## config.mk

```make
export PLATFORM = sky130hd
export DESIGN_NAME = gpio_port
export DESIGN_NICKNAME = d
export VERILOG_FILES = /design/src/hw/gpio_pkg.sv /design/src/hw/gpio_port.sv
export SDC_FILE = /design/constraint.sdc
export NUM_CORES = 1
export LEC_CHECK = 0
export BUFFER_PORTS_ARGS = -buffer_cell sky130_fd_sc_hd__buf_2
export CORE_ASPECT_RATIO = 0.75
export CORE_MARGIN = 2
export CORE_UTILIZATION = 55
export CTS_BUF_LIST = sky130_fd_sc_hd__clkbuf_8
export CTS_CLUSTER_DIAMETER = 80
export DETAILED_ROUTE_END_ITERATION = 10
export MAX_ROUTING_LAYER = met4
export PLACE_DENSITY = 0.8
export SYNTH_ARGS = -nofsm -noshare
export SYNTH_HDL_FRONTEND = slang
export SYNTH_SLANG_ARGS = --single-unit
```

## constraint.sdc

```tcl
create_clock -name clk -period 2.2 [get_ports clk]
set_clock_uncertainty 0.2 [all_clocks]
set_input_delay 0.22 -clock clk [delete_from_list [all_inputs] [get_ports clk]]
set_output_delay 0.22 -clock clk [all_outputs]
set_load 0.03 [all_outputs]
```

## src/hw/gpio_pkg.sv

```systemverilog
package gpio_pkg;
    localparam int unsigned num_pins = 8;
    localparam int unsigned addr_width = 12;

    localparam logic [11:0] pin_config_addr = 12'h1E0;
    localparam logic [11:0] pin_data_direction_addr = 12'h1E4;
    localparam logic [11:0] pin_interrupt_status_enable_addr = 12'h1E8;

    localparam int unsigned chan_sel_lsb = 24;
    localparam int unsigned polarity_lsb = 16;
    localparam int unsigned event_oe_lsb = 8;
    localparam int unsigned buffer_lsb = 0;
    localparam int unsigned direction_lsb = 16;
    localparam int unsigned data_lsb = 0;
    localparam int unsigned int_enable_lsb = 16;
    localparam int unsigned int_status_lsb = 0;

    localparam logic [7:0] pins_reset = 8'h00;
    localparam logic [31:0] read_zero = 32'h0000_0000;

    localparam int unsigned sync_stages = 3;

    typedef struct packed {
        logic [7:0] event_channel_select;
        logic [7:0] pin_polarity;
        logic [7:0] event_output_enable;
        logic [7:0] pin_buffer_type;
    } pin_config_t;

    typedef struct packed {
        logic [7:0] out;
        logic [7:0] oe;
        logic [7:0] in;
    } pin_bus_t;
endpackage : gpio_pkg

```

## src/hw/gpio_port.sv

```systemverilog
// The implementer's own choice: strobed register access.
`timescale 1ns/10ps
// Notes on behaviour
// Channel select bit picks event channel A or B.
// Polarity bit sets interrupt trigger level.
// Events driven out at polarity active level.
// Polarity also sets timer clear input level.
// Event enable bit lets compare events out.
// Event enable forces output, buffer type kept.
// Buffer bit: 0 open-drain, 1 push-pull.
// Open-drain data: low on 0, released on 1.
// Open-drain events follow polarity drive table.
// Direction bit: 0 input, 1 output.
// Output pin drives written data bit.
// Data read: live pin if input, else written.
// Direction bits reset to zero.
// Interrupt inputs must hold level over 40 ns.
// Writing one clears interrupt status flag.
// Undirected, non-event pins stay undriven.
module gpio_port (
    input wire logic clk,
    input wire logic reset_n,
    input wire logic [11:0] reg_addr,
    input wire logic [31:0] reg_wdata,
    input wire logic reg_write,
    input wire logic reg_read,
    output logic [31:0] reg_rdata,
    input wire logic [7:0] event_chan_a,
    input wire logic [7:0] event_chan_b,
    output logic [7:0] timer_clear,
    output logic irq,
    input wire logic [7:0] pin_in,
    output logic [7:0] pin_out,
    output logic [7:0] pin_oe
);

    gpio_pkg::pin_config_t cfg_q;
    logic [7:0] dir_q;
    logic [7:0] data_q;
    logic [7:0] int_en_q;
    logic [7:0] int_sts_q;
    logic [7:0] int_sts_d;
    logic [31:0] reg_rdata_q;
    logic [31:0] rdata_d;
    logic [7:0] sync1_q;
    logic [7:0] sync2_q;
    logic [7:0] sync3_q;
    logic [7:0] pin_level_q;
    logic [7:0] pin_out_q;
    logic [7:0] pin_oe_q;
    logic [7:0] timer_clear_q;

    // Register map: three words at fixed byte addresses, matched exactly.
    // The configuration word holds channel select, polarity, event output
    // enable and buffer type, one byte each, from the top down. The data and
    // direction word holds the directions in its third byte and the data in
    // its low byte. The interrupt word holds the enables in its third byte
    // and the sticky status flags in its low byte. Other bits read as zero.
    // Every access completes in one cycle; the bus never waits.
    wire sel_cfg = reg_addr == gpio_pkg::pin_config_addr;
    wire sel_dd = reg_addr == gpio_pkg::pin_data_direction_addr;
    wire sel_int = reg_addr == gpio_pkg::pin_interrupt_status_enable_addr;
    wire wr_cfg = reg_write && sel_cfg;
    wire wr_dd = reg_write && sel_dd;
    wire wr_int = reg_write && sel_int;

    // Write data split into the fields of each register.
    wire [7:0] wdata_direction = reg_wdata[gpio_pkg::direction_lsb +: 8];
    wire [7:0] wdata_data = reg_wdata[gpio_pkg::data_lsb +: 8];
    wire [7:0] wdata_int_enable = reg_wdata[gpio_pkg::int_enable_lsb +: 8];
    wire [7:0] wdata_int_clear = reg_wdata[gpio_pkg::int_status_lsb +: 8];

    // Event inputs come from logic on this clock, so they skip the
    // synchroniser and reach the pins one cycle later.
    // Per-pin event source, chosen by channel.
    wire [7:0] event_raw = (cfg_q.event_channel_select & event_chan_b)
                         | (~cfg_q.event_channel_select & event_chan_a);
    wire [7:0] event_on = event_raw & cfg_q.event_output_enable;
    // Active level follows polarity: polarity 0 means an event shows as low.
    wire [7:0] event_level = ~(event_on ^ cfg_q.pin_polarity);

    // A pin drives when it is a direction output or an event output; the
    // event enable overrides the direction bit but not the buffer type.
    wire [7:0] drives = dir_q | cfg_q.event_output_enable;
    wire [7:0] level = (cfg_q.event_output_enable & event_level)
                     | (~cfg_q.event_output_enable & data_q);

    // Push-pull drives both levels. Open-drain drives only a low level and
    // releases a high one, which for event pins gives the polarity table:
    // polarity 0 pulls low during an event, polarity 1 pulls low between
    // events. The pin then relies on the board pull-up for its high level.
    wire [7:0] push_pull = cfg_q.pin_buffer_type;
    wire [7:0] open_drain = ~cfg_q.pin_buffer_type;
    wire [7:0] oe_push_pull = drives & push_pull;
    wire [7:0] oe_open_drain = drives & open_drain & ~level;
    wire [7:0] oe_d = oe_push_pull | oe_open_drain;
    wire [7:0] out_d = level & push_pull;

    // Pin matches its polarity: a level-sensitive trigger.
    wire [7:0] pin_active = ~(pin_level_q ^ cfg_q.pin_polarity);
    // An output pin reads back what was written, not the pad, so a loaded
    // open-drain line does not read back as its own data.
    wire [7:0] data_read = (drives & data_q) | (~drives & pin_level_q);

    // Three-stage synchroniser on the asynchronous pad inputs. Only the
    // second stage reads the first, so a metastable first stage never
    // reaches the decision logic.
    stage_reg #(.width(gpio_pkg::num_pins)) sync1 (
        .clk(clk),
        .reset_n(reset_n),
        .d(pin_in),
        .q(sync1_q)
    );

    stage_reg #(.width(gpio_pkg::num_pins)) sync2 (
        .clk(clk),
        .reset_n(reset_n),
        .d(sync1_q),
        .q(sync2_q)
    );

    stage_reg #(.width(gpio_pkg::num_pins)) sync3 (
        .clk(clk),
        .reset_n(reset_n),
        .d(sync2_q),
        .q(sync3_q)
    );

    // A change counts only once stages two and three agree, so a pulse of
    // about one cycle is lost. Interrupt sources must hold their level for
    // several clock periods to be seen.
    wire [7:0] stages_agree = ~(sync2_q ^ sync3_q);
    wire [7:0] pin_level_d = (stages_agree & sync2_q) | (~stages_agree & pin_level_q);

    // The filtered level resets low, so with polarity zero every pin flags
    // once after reset; software clears the status before it enables irq.
    always_ff @(posedge clk) begin
        if (!reset_n) begin
            pin_level_q <= gpio_pkg::pins_reset;
        end else begin
            pin_level_q <= pin_level_d;
        end
    end

    // Software fields load on their strobe and reset to zero.
    field_reg #(.width($bits(gpio_pkg::pin_config_t))) cfg_field (
        .clk(clk),
        .reset_n(reset_n),
        .load(wr_cfg),
        .d(reg_wdata),
        .q(cfg_q)
    );

    field_reg #(.width(gpio_pkg::num_pins)) dir_field (
        .clk(clk),
        .reset_n(reset_n),
        .load(wr_dd),
        .d(wdata_direction),
        .q(dir_q)
    );

    field_reg #(.width(gpio_pkg::num_pins)) data_field (
        .clk(clk),
        .reset_n(reset_n),
        .load(wr_dd),
        .d(wdata_data),
        .q(data_q)
    );

    field_reg #(.width(gpio_pkg::num_pins)) int_en_field (
        .clk(clk),
        .reset_n(reset_n),
        .load(wr_int),
        .d(wdata_int_enable),
        .q(int_en_q)
    );

    // Writing one clears a flag, but a pin still at its trigger level sets
    // it again in the same cycle: the set wins so no event is lost.
    wire [7:0] status_clear = wr_int ? wdata_int_clear : gpio_pkg::pins_reset;
    wire [7:0] status_set = pin_active;
    assign int_sts_d = (int_sts_q & ~status_clear) | status_set;

    // Status flags record events whether or not they are enabled.
    always_ff @(posedge clk) begin
        if (!reset_n) begin
            int_sts_q <= gpio_pkg::pins_reset;
        end else begin
            int_sts_q <= int_sts_d;
        end
    end

    // Reserved bits and unmapped addresses read as zero.
    always_comb begin
        rdata_d = gpio_pkg::read_zero;
        if (sel_cfg) begin
            rdata_d = cfg_q;
        end else if (sel_dd) begin
            rdata_d[gpio_pkg::direction_lsb +: 8] = dir_q;
            rdata_d[gpio_pkg::data_lsb +: 8] = data_read;
        end else if (sel_int) begin
            rdata_d[gpio_pkg::int_enable_lsb +: 8] = int_en_q;
            rdata_d[gpio_pkg::int_status_lsb +: 8] = int_sts_q;
        end
    end

    // Read data stands for the one cycle after the strobe and is zero
    // otherwise, so a stale word cannot pass for a fresh answer.
    always_ff @(posedge clk) begin
        if (!reset_n) begin
            reg_rdata_q <= gpio_pkg::read_zero;
        end else begin
            reg_rdata_q <= reg_read ? rdata_d : gpio_pkg::read_zero;
        end
    end

    // Pin drivers are registered so that a decode glitch never reaches a
    // pad; the price is one cycle of latency from a write to the pin.
    stage_reg #(.width(gpio_pkg::num_pins)) out_stage (
        .clk(clk),
        .reset_n(reset_n),
        .d(out_d),
        .q(pin_out_q)
    );

    stage_reg #(.width(gpio_pkg::num_pins)) oe_stage (
        .clk(clk),
        .reset_n(reset_n),
        .d(oe_d),
        .q(pin_oe_q)
    );

    // Timer clear requests follow the filtered pin at its polarity level,
    // so they carry the same synchroniser delay as the interrupt flags.
    stage_reg #(.width(gpio_pkg::num_pins)) clear_stage (
        .clk(clk),
        .reset_n(reset_n),
        .d(pin_active),
        .q(timer_clear_q)
    );

    // The interrupt is a level: a flag set while masked raises irq as soon
    // as its enable bit is written.
    assign reg_rdata = reg_rdata_q;
    assign pin_out = pin_out_q;
    assign pin_oe = pin_oe_q;
    assign timer_clear = timer_clear_q;
    assign irq = |(int_sts_q & int_en_q);

endmodule : gpio_port

// Small building blocks used above; each is a bank of rising-edge flops
// with a synchronous, active-low reset to zero.
// One register stage of a synchroniser or an output pipeline.
module stage_reg #(
    parameter int unsigned width = 8
) (
    input wire logic clk,
    input wire logic reset_n,
    input wire logic [width-1:0] d,
    output logic [width-1:0] q
);
    always_ff @(posedge clk) begin
        if (!reset_n) begin
            q <= '0;
        end else begin
            q <= d;
        end
    end
endmodule : stage_reg

// A software field that loads on its write strobe and otherwise holds.
// Sharing one strobe keeps the fields of a word updated together.
module field_reg #(
    parameter int unsigned width = 8
) (
    input wire logic clk,
    input wire logic reset_n,
    input wire logic load,
    input wire logic [width-1:0] d,
    output logic [width-1:0] q
);
    always_ff @(posedge clk) begin
        if (!reset_n) begin
            q <= '0;
        end else if (load) begin
            q <= d;
        end
    end
endmodule : field_reg

```

Yosys cells after proc, flatten, opt, wreduce, memory -nomap -nowiden. Index checks and enable logic that the tools add are counted.

Output and inout bits: 57. Input port bits: 72. Logic and storage cells: 65. Register bits after elaboration: 152.

Bitwise operators: 35. Equal/unequal tests: 3. Multiplexer cells: 7. Reductions and logical operators: 6.

Operators with widths (number): bitwise AND 8 bit (15); inverter 8 bit (10); two-way mux 8 bit (7); OR 8 bit (7); equality test 12 x 9 -> 1 bit, second input constant (3); XOR 8 bit (3); OR reduction 8 bit (1); logical AND 1 bit (3); AND reduction 3 bit (1); AND reduction 2 bit (1).

Depth between registers and ports, before layout.
Word-level depth: 11. Depth in mapped cells: 6. Mapped depth without buffers: 4.

Cells and area by module. From an unflattened synthesis, not the netlist that was laid out.

Cell total of the unflattened synthesis: 579. Area, all modules: 5988.2 µm².

Modules (own cells, without submodules): gpio_port (instances 1, cells each 305, sequential area each 960.9 µm², area each 2578.7 µm²); stage_reg (instances 6, cells each 16, sequential area each 160.2 µm², area each 210.2 µm²); field_reg at cfg_field (instances 1, cells each 103, sequential area each 640.6 µm², area each 1243.7 µm²); field_reg at data_field ... (instances 3, cells each 25, sequential area each 160.2 µm², area each 301.5 µm²).

Worst setup path before layout. Ideal clock, no wire load.

Path type: input -> register. Start: in reg_addr[1]. End: reg cfg_field.q[10]. Required time: 1872 ps. Slack: 546 ps. Path buffers: 1. Cell stages on the path: 5. Setup time: 128 ps. Arrival time: 1326 ps. Path through: nor4b_4 -> nand4_1 -> clkbuf_1 -> nand3_1 -> o21ai_0.

Cells in the longest elaborated chain, start to end: 2.

RTL lines: start, declared (line gpio_port.sv:23) `input wire logic [11:0] reg_addr,`; equality test 12 x 9 -> 1 bit (line gpio_port.sv:60) `wire sel_cfg = reg_addr == gpio_pkg::pin_config_addr;`; logical AND 1 bit (line gpio_port.sv:63) `wire wr_cfg = reg_write && sel_cfg;`; end signal, assigned (line gpio_port.sv:285) `q <= '0;`; end signal, assigned (line gpio_port.sv:287) `q <= d;`; end, declared (line gpio_port.sv:281) `output logic [width-1:0] q`.

No other way between the ends. A chain may end at the register's enable or synchronous reset.

Worst setup path in the final report.
Start: reg int_sts_q[1]. End: out irq.

Cells in the longest elaborated chain, start to end: 2.

RTL lines: start, declared (line gpio_port.sv:41) `logic [7:0] int_sts_q;`; start signal, assigned (line gpio_port.sv:187) `int_sts_q <= gpio_pkg::pins_reset;`; start signal, assigned (line gpio_port.sv:189) `int_sts_q <= int_sts_d;`; bitwise AND 8 bit (line gpio_port.sv:248) `assign irq = |(int_sts_q & int_en_q);`; OR reduction 8 bit (line gpio_port.sv:248); end, declared (line gpio_port.sv:31) `output logic irq,`.

No other way between the ends.

==> impl_summary.md <==
Run status
The flow ran to the end, and the final reports show no timing, DRC or antenna violations.

Setup path
Counting both buffers and inverters, the worst setup path holds a total of 1. The startpoint of the worst register-to-register path is cfg_field.q[24]. Grouping stages by cell kind, the critical path spends the most delay in flip-flops. For this run, the slowest stage of the critical path takes 0.35 ns. The critical path goes through a22oi_1, nand4_1, buf_2. On the critical path, the stage with the largest delay is an instance of sky130_fd_sc_hd__dfxtp_1. At the worst endpoint, the arrival time is approximately 1.5 ns. Data on the critical path is required at its endpoint by 1.78 ns. The worst register-to-register path has a setup slack of ~0.65 ns. The logic depth of the worst register-to-register path is 4. Along the worst path, the maximum fanout reaches 3. The critical path in this run is classified as reg2out.

In this run the critical register-to-register path is captured at oe_stage.q[0]. The type of destination of the critical path is a primary output. The type of element launching the critical path is a flip-flop.

Hold path
Counting instances, the worst hold path has a depth of 5. The path with the worst hold slack has its endpoint at out_stage.q[6]. The start point of the worst min-delay path is event_chan_a[6]. In this run the worst hold path is classified as in2reg.

Timing
The relative slew slack is 60.0%. Hold is met by just under 0.08 ns. The number of pins with negative max-slew slack in the final report is 0.

Setup slack on the critical path of the routed design comes to between 0.3 and 0.4 ns. The setup violation total in the final timing report is 0. For this run, the top clock speed supported by timing is approximately 0.53 GHz. The worst path in the final design needs a cycle of between 1.5 and 2 ns, including I/O delays and setup. The transition time at the pin with the least slew margin is 0.601 ns.

The number of endpoints with negative hold slack in the final report is 0. After layout, the worst path uses ~85% of the clock period. Adding up every negative setup slack in the final design gives 0 ns. Setup repair after global routing left no endpoint under its margin.

Die
The number of placed I/O pins is roughly 130. The region available for standard cell placement spans about 9700 µm². The die covers about 11,000 µm². The standard-cell row count is 31. In this run the horizontal extent of the chip is 120 µm. The die height is 91.0 µm. The initial standard-cell utilization of the core is 56.9%.

Yosys
After synthesis the netlist holds a flip-flop and latch count of roughly 150. Of all cell types, the one taking the most synthesized area is sky130_fd_sc_hd__dfxtp_1. After synthesis, the share of flip-flops with an asynchronous set or reset is 0%.

For this run, the number of Yosys warnings is 0. After synthesis the cells add up to about 5500 µm². Ranked by total cell area, the synthesized netlist is headed by sky130_fd_sc_hd__dfxtp_1 (55%), sky130_fd_sc_hd__o21ai_0 (6.5%), sky130_fd_sc_hd__and2_1 (5.5%). The fraction of post-synthesis cell area in the top cell type by area is between 50% and 60%. Synthesis produced a netlist with a net count of 652. In the synthesized netlist the dominant register cell turns out to be sky130_fd_sc_hd__dfxtp_1. The sequential area share after synthesis is 54.9%. The synthesized netlist cell count is slightly below 600. Counting flops with a built-in enable in the synthesized netlist gives 0.

The average instance in the mapped netlist occupies approximately 9.6 µm². The number of different library cells used by synthesis comes to 34.

GRT
The maximum number of pins on one net before global-route repair is approximately 150. The number of global-route vias before repair is 4,586. The initial antenna violation count was 0. The first global-routing pass estimated 22,700 µm of wire. The total global routing overflow is 0. Global routing consumed, over all layers together, roughly 28% of the routing resources.

Placed design
The routability-driven placement congestion ratio is between 0.8 and 0.9. Port buffering added approximately 130 buffers. The detailed placer's ending HPWL is 9340 µm. At the placement stage, the worst setup path has a slack of roughly 0.21 ns. After detailed placement, the design holds a cell count of 811.

Cells and area
The multi-input gate area in the final layout is approximately 2300 µm². The non-filler instance count after layout is about 880. The sequential standard cell area is 3040 µm². 0 antenna diodes ended up in the layout.

The area growth from synthesis to layout is 28.8%. Cells with a size suffix above 1 make up 23.6% of the layout. Fill cells in the final layout number between 600 and 700. The number of nets in the layout is 810.

CTS
Clock-pin slew was measured on the worst setup and hold paths at approximately 0.08 ns. The source-to-sink clock delay at the later pin of the worst-skew pair is 0.46 ns. The setup fix buffers added after clock tree synthesis is 0.

The number of buffers on the longest clock path is 2. TritonCTS created 17 clock buffers. TritonCTS built the clock tree. The sink count of the clock tree is 152. The root buffer cell chosen for the clock tree is sky130_fd_sc_hd__clkbuf_8. The H-tree was split into 4 levels.

Power
The power density over the cells is around 770 nW/µm². The worst-case vdd ir drop is 0.000584 V. The net switching fraction of the power is 21.7%.

The switching power is approximately 1.2 mW. Per report_power, the combinational group accounts for 5.3% of the total. Registers are responsible for 51.0% of the overall power. The analysis attributes to cell leakage a power of between 3 and 4 nW. The internal power of the cells totals between 4 and 5 mW. In this run, the clock network consumes 43.7% of the power.

Routing
The first-iteration detailed-routing DRC count is between 300 and 400. The post-route DRC violation count is 0. The final routed wirelength across all metal layers is 14,100 µm. The first detailed-routing pass took 4 iterations. The number of vias after detailed routing is 4,773. The remaining antenna violation count after routing is 0. The wire length per cell after detailed routing is between 15 and 20 µm.

The ratio of routed vias to standard cells is approximately 5.4.

Run
Across the run, the number of max-cap violations was 0.
through the flow:
stage                     total power [mW]  cell area [µm²]  utilization (%)
after floorplan                       2.99             5540                -
after global placement                3.09             6290             64.6
after detailed placement              3.10             6290             64.6
after CTS                             5.50             7140             73.3
after global routing                  5.67             7140             73.3
final                                 5.49             7140             73.3
layout by cell type, fill, tap and decap left out, types with 4 or more instances in the layout:
master and count:
sky130_fd_sc_hd__and2_1 49, sky130_fd_sc_hd__buf_4 9, sky130_fd_sc_hd__xnor2_1 8, sky130_fd_sc_hd__a2111oi_0 6, sky130_fd_sc_hd__bufinv_16 5, sky130_fd_sc_hd__dlygate4sd3_1 40
sky130_fd_sc_hd__nor2b_1 8, sky130_fd_sc_hd__a31oi_1 8, sky130_fd_sc_hd__a22oi_1 4, sky130_fd_sc_hd__dfxtp_1 152, sky130_fd_sc_hd__xor2_1 8, sky130_fd_sc_hd__nand2_1 48
sky130_fd_sc_hd__nand2b_1 14, sky130_fd_sc_hd__a221oi_1 6, sky130_fd_sc_hd__buf_2 127, sky130_fd_sc_hd__o221a_2 8, sky130_fd_sc_hd__clkbuf_8 18, sky130_fd_sc_hd__nand4_1 5
sky130_fd_sc_hd__inv_1 13, sky130_fd_sc_hd__mux2i_1 24, sky130_fd_sc_hd__o21ai_0 72, sky130_fd_sc_hd__o21a_1 6, sky130_fd_sc_hd__a21boi_0 8, sky130_fd_sc_hd__nor2_1 25
sky130_fd_sc_hd__nand3_1 56
cell type report:
type / count / share of cell area [%]
flip-flops and latches: 152 / 42.6
multi-input cells: 380 / 32.5
repair buffers: 177 / 15.7
clock buffers: 18 / 3.47
clock inverters: 14 / 2.87
well taps: 132 / 2.31
inverters: 10 / 0.526
sequential cells by signal (all words and copies together), names as in the netlist, named ones only:
register / cells
cfg_field.q: 32
reg_rdata: 32
clear_stage.q: 8
data_field.q: 8
dir_field.q: 8
int_en_field.q: 8
int_sts_q: 8
oe_stage.q: 8
out_stage.q: 8
sync1.q: 8
sync2.q: 8
sync3.q: 8
cells by family (layout without fill, tap and decap cells):
group	count (synthesis)	after routing	synth area share, %
AO/OA/AOI/OAI	126	126	14.4
AND/OR/NAND/NOR	214	214	20.5
buffers and inverters	48	219	3.30
flip-flops	152	152	54.9
multiplexers	24	24	4.33
XOR/XNOR	16	16	2.53
power groups by stage:
stage / logic, mW / clock network [mW] / registers [mW]
after floorplan: 0.115 / 0 / 2.87
after global placement: 0.228 / 0 / 2.86
after detailed placement: 0.235 / 0 / 2.86
after CTS: 0.290 / 2.41 / 2.80
after global routing: 0.322 / 2.54 / 2.80
final: 0.293 / 2.40 / 2.80
per-layer routing:
metal | vias up | global-route usage, % | routed length, µm
met3 | 27 | 7.41 | 951
met4 | 0 | 9.02 | 265
met1 | 2238 | 34.2 | 6170
met2 | 193 | 43.7 | 6750
met5 | - | - | 0
li1 | 2315 | - | -
timing repair:
item                                   CTS  global route
hold buffers                            40             0
gates resized for setup                  0             0
endpoints found under the hold margin   72             0
worst reg2reg max path, delay by kind of cell (launching register included):
kind	cells	cell delay, ns
mux	2	0.40
xor+xnor	1	0.21
flops	1	0.38
compound gates	1	0.27
worst max path at each step:
stage	from	end	slack (ns)	cells after the start
5_1_grt	int_sts_q[1]	irq	0.27	3
3_3_place_gp	reg_addr[1]	reg_rdata[26]	0.28	6
4_1_cts	int_sts_q[1]	irq	0.32	3
3_5_place_dp	reg_addr[1]	reg_rdata[24]	0.21	6
2_1_floorplan	reg_addr[1]	cfg_field.q[10]	0.55	5
6_report	int_sts_q[1]	irq	0.33	3
synthesized netlist by cell type (10+ instances only):
master                     instances
sky130_fd_sc_hd__dfxtp_1         152
sky130_fd_sc_hd__nand2b_1         14
sky130_fd_sc_hd__mux2i_1          24
sky130_fd_sc_hd__nand2_1          48
sky130_fd_sc_hd__nand3_1          56
sky130_fd_sc_hd__nor2_1           25
sky130_fd_sc_hd__and2_1           49
sky130_fd_sc_hd__clkbuf_1         31
sky130_fd_sc_hd__o21ai_0          72
sky130_fd_sc_hd__inv_1            10
Note: power is estimated with default switching activity, not from simulation.
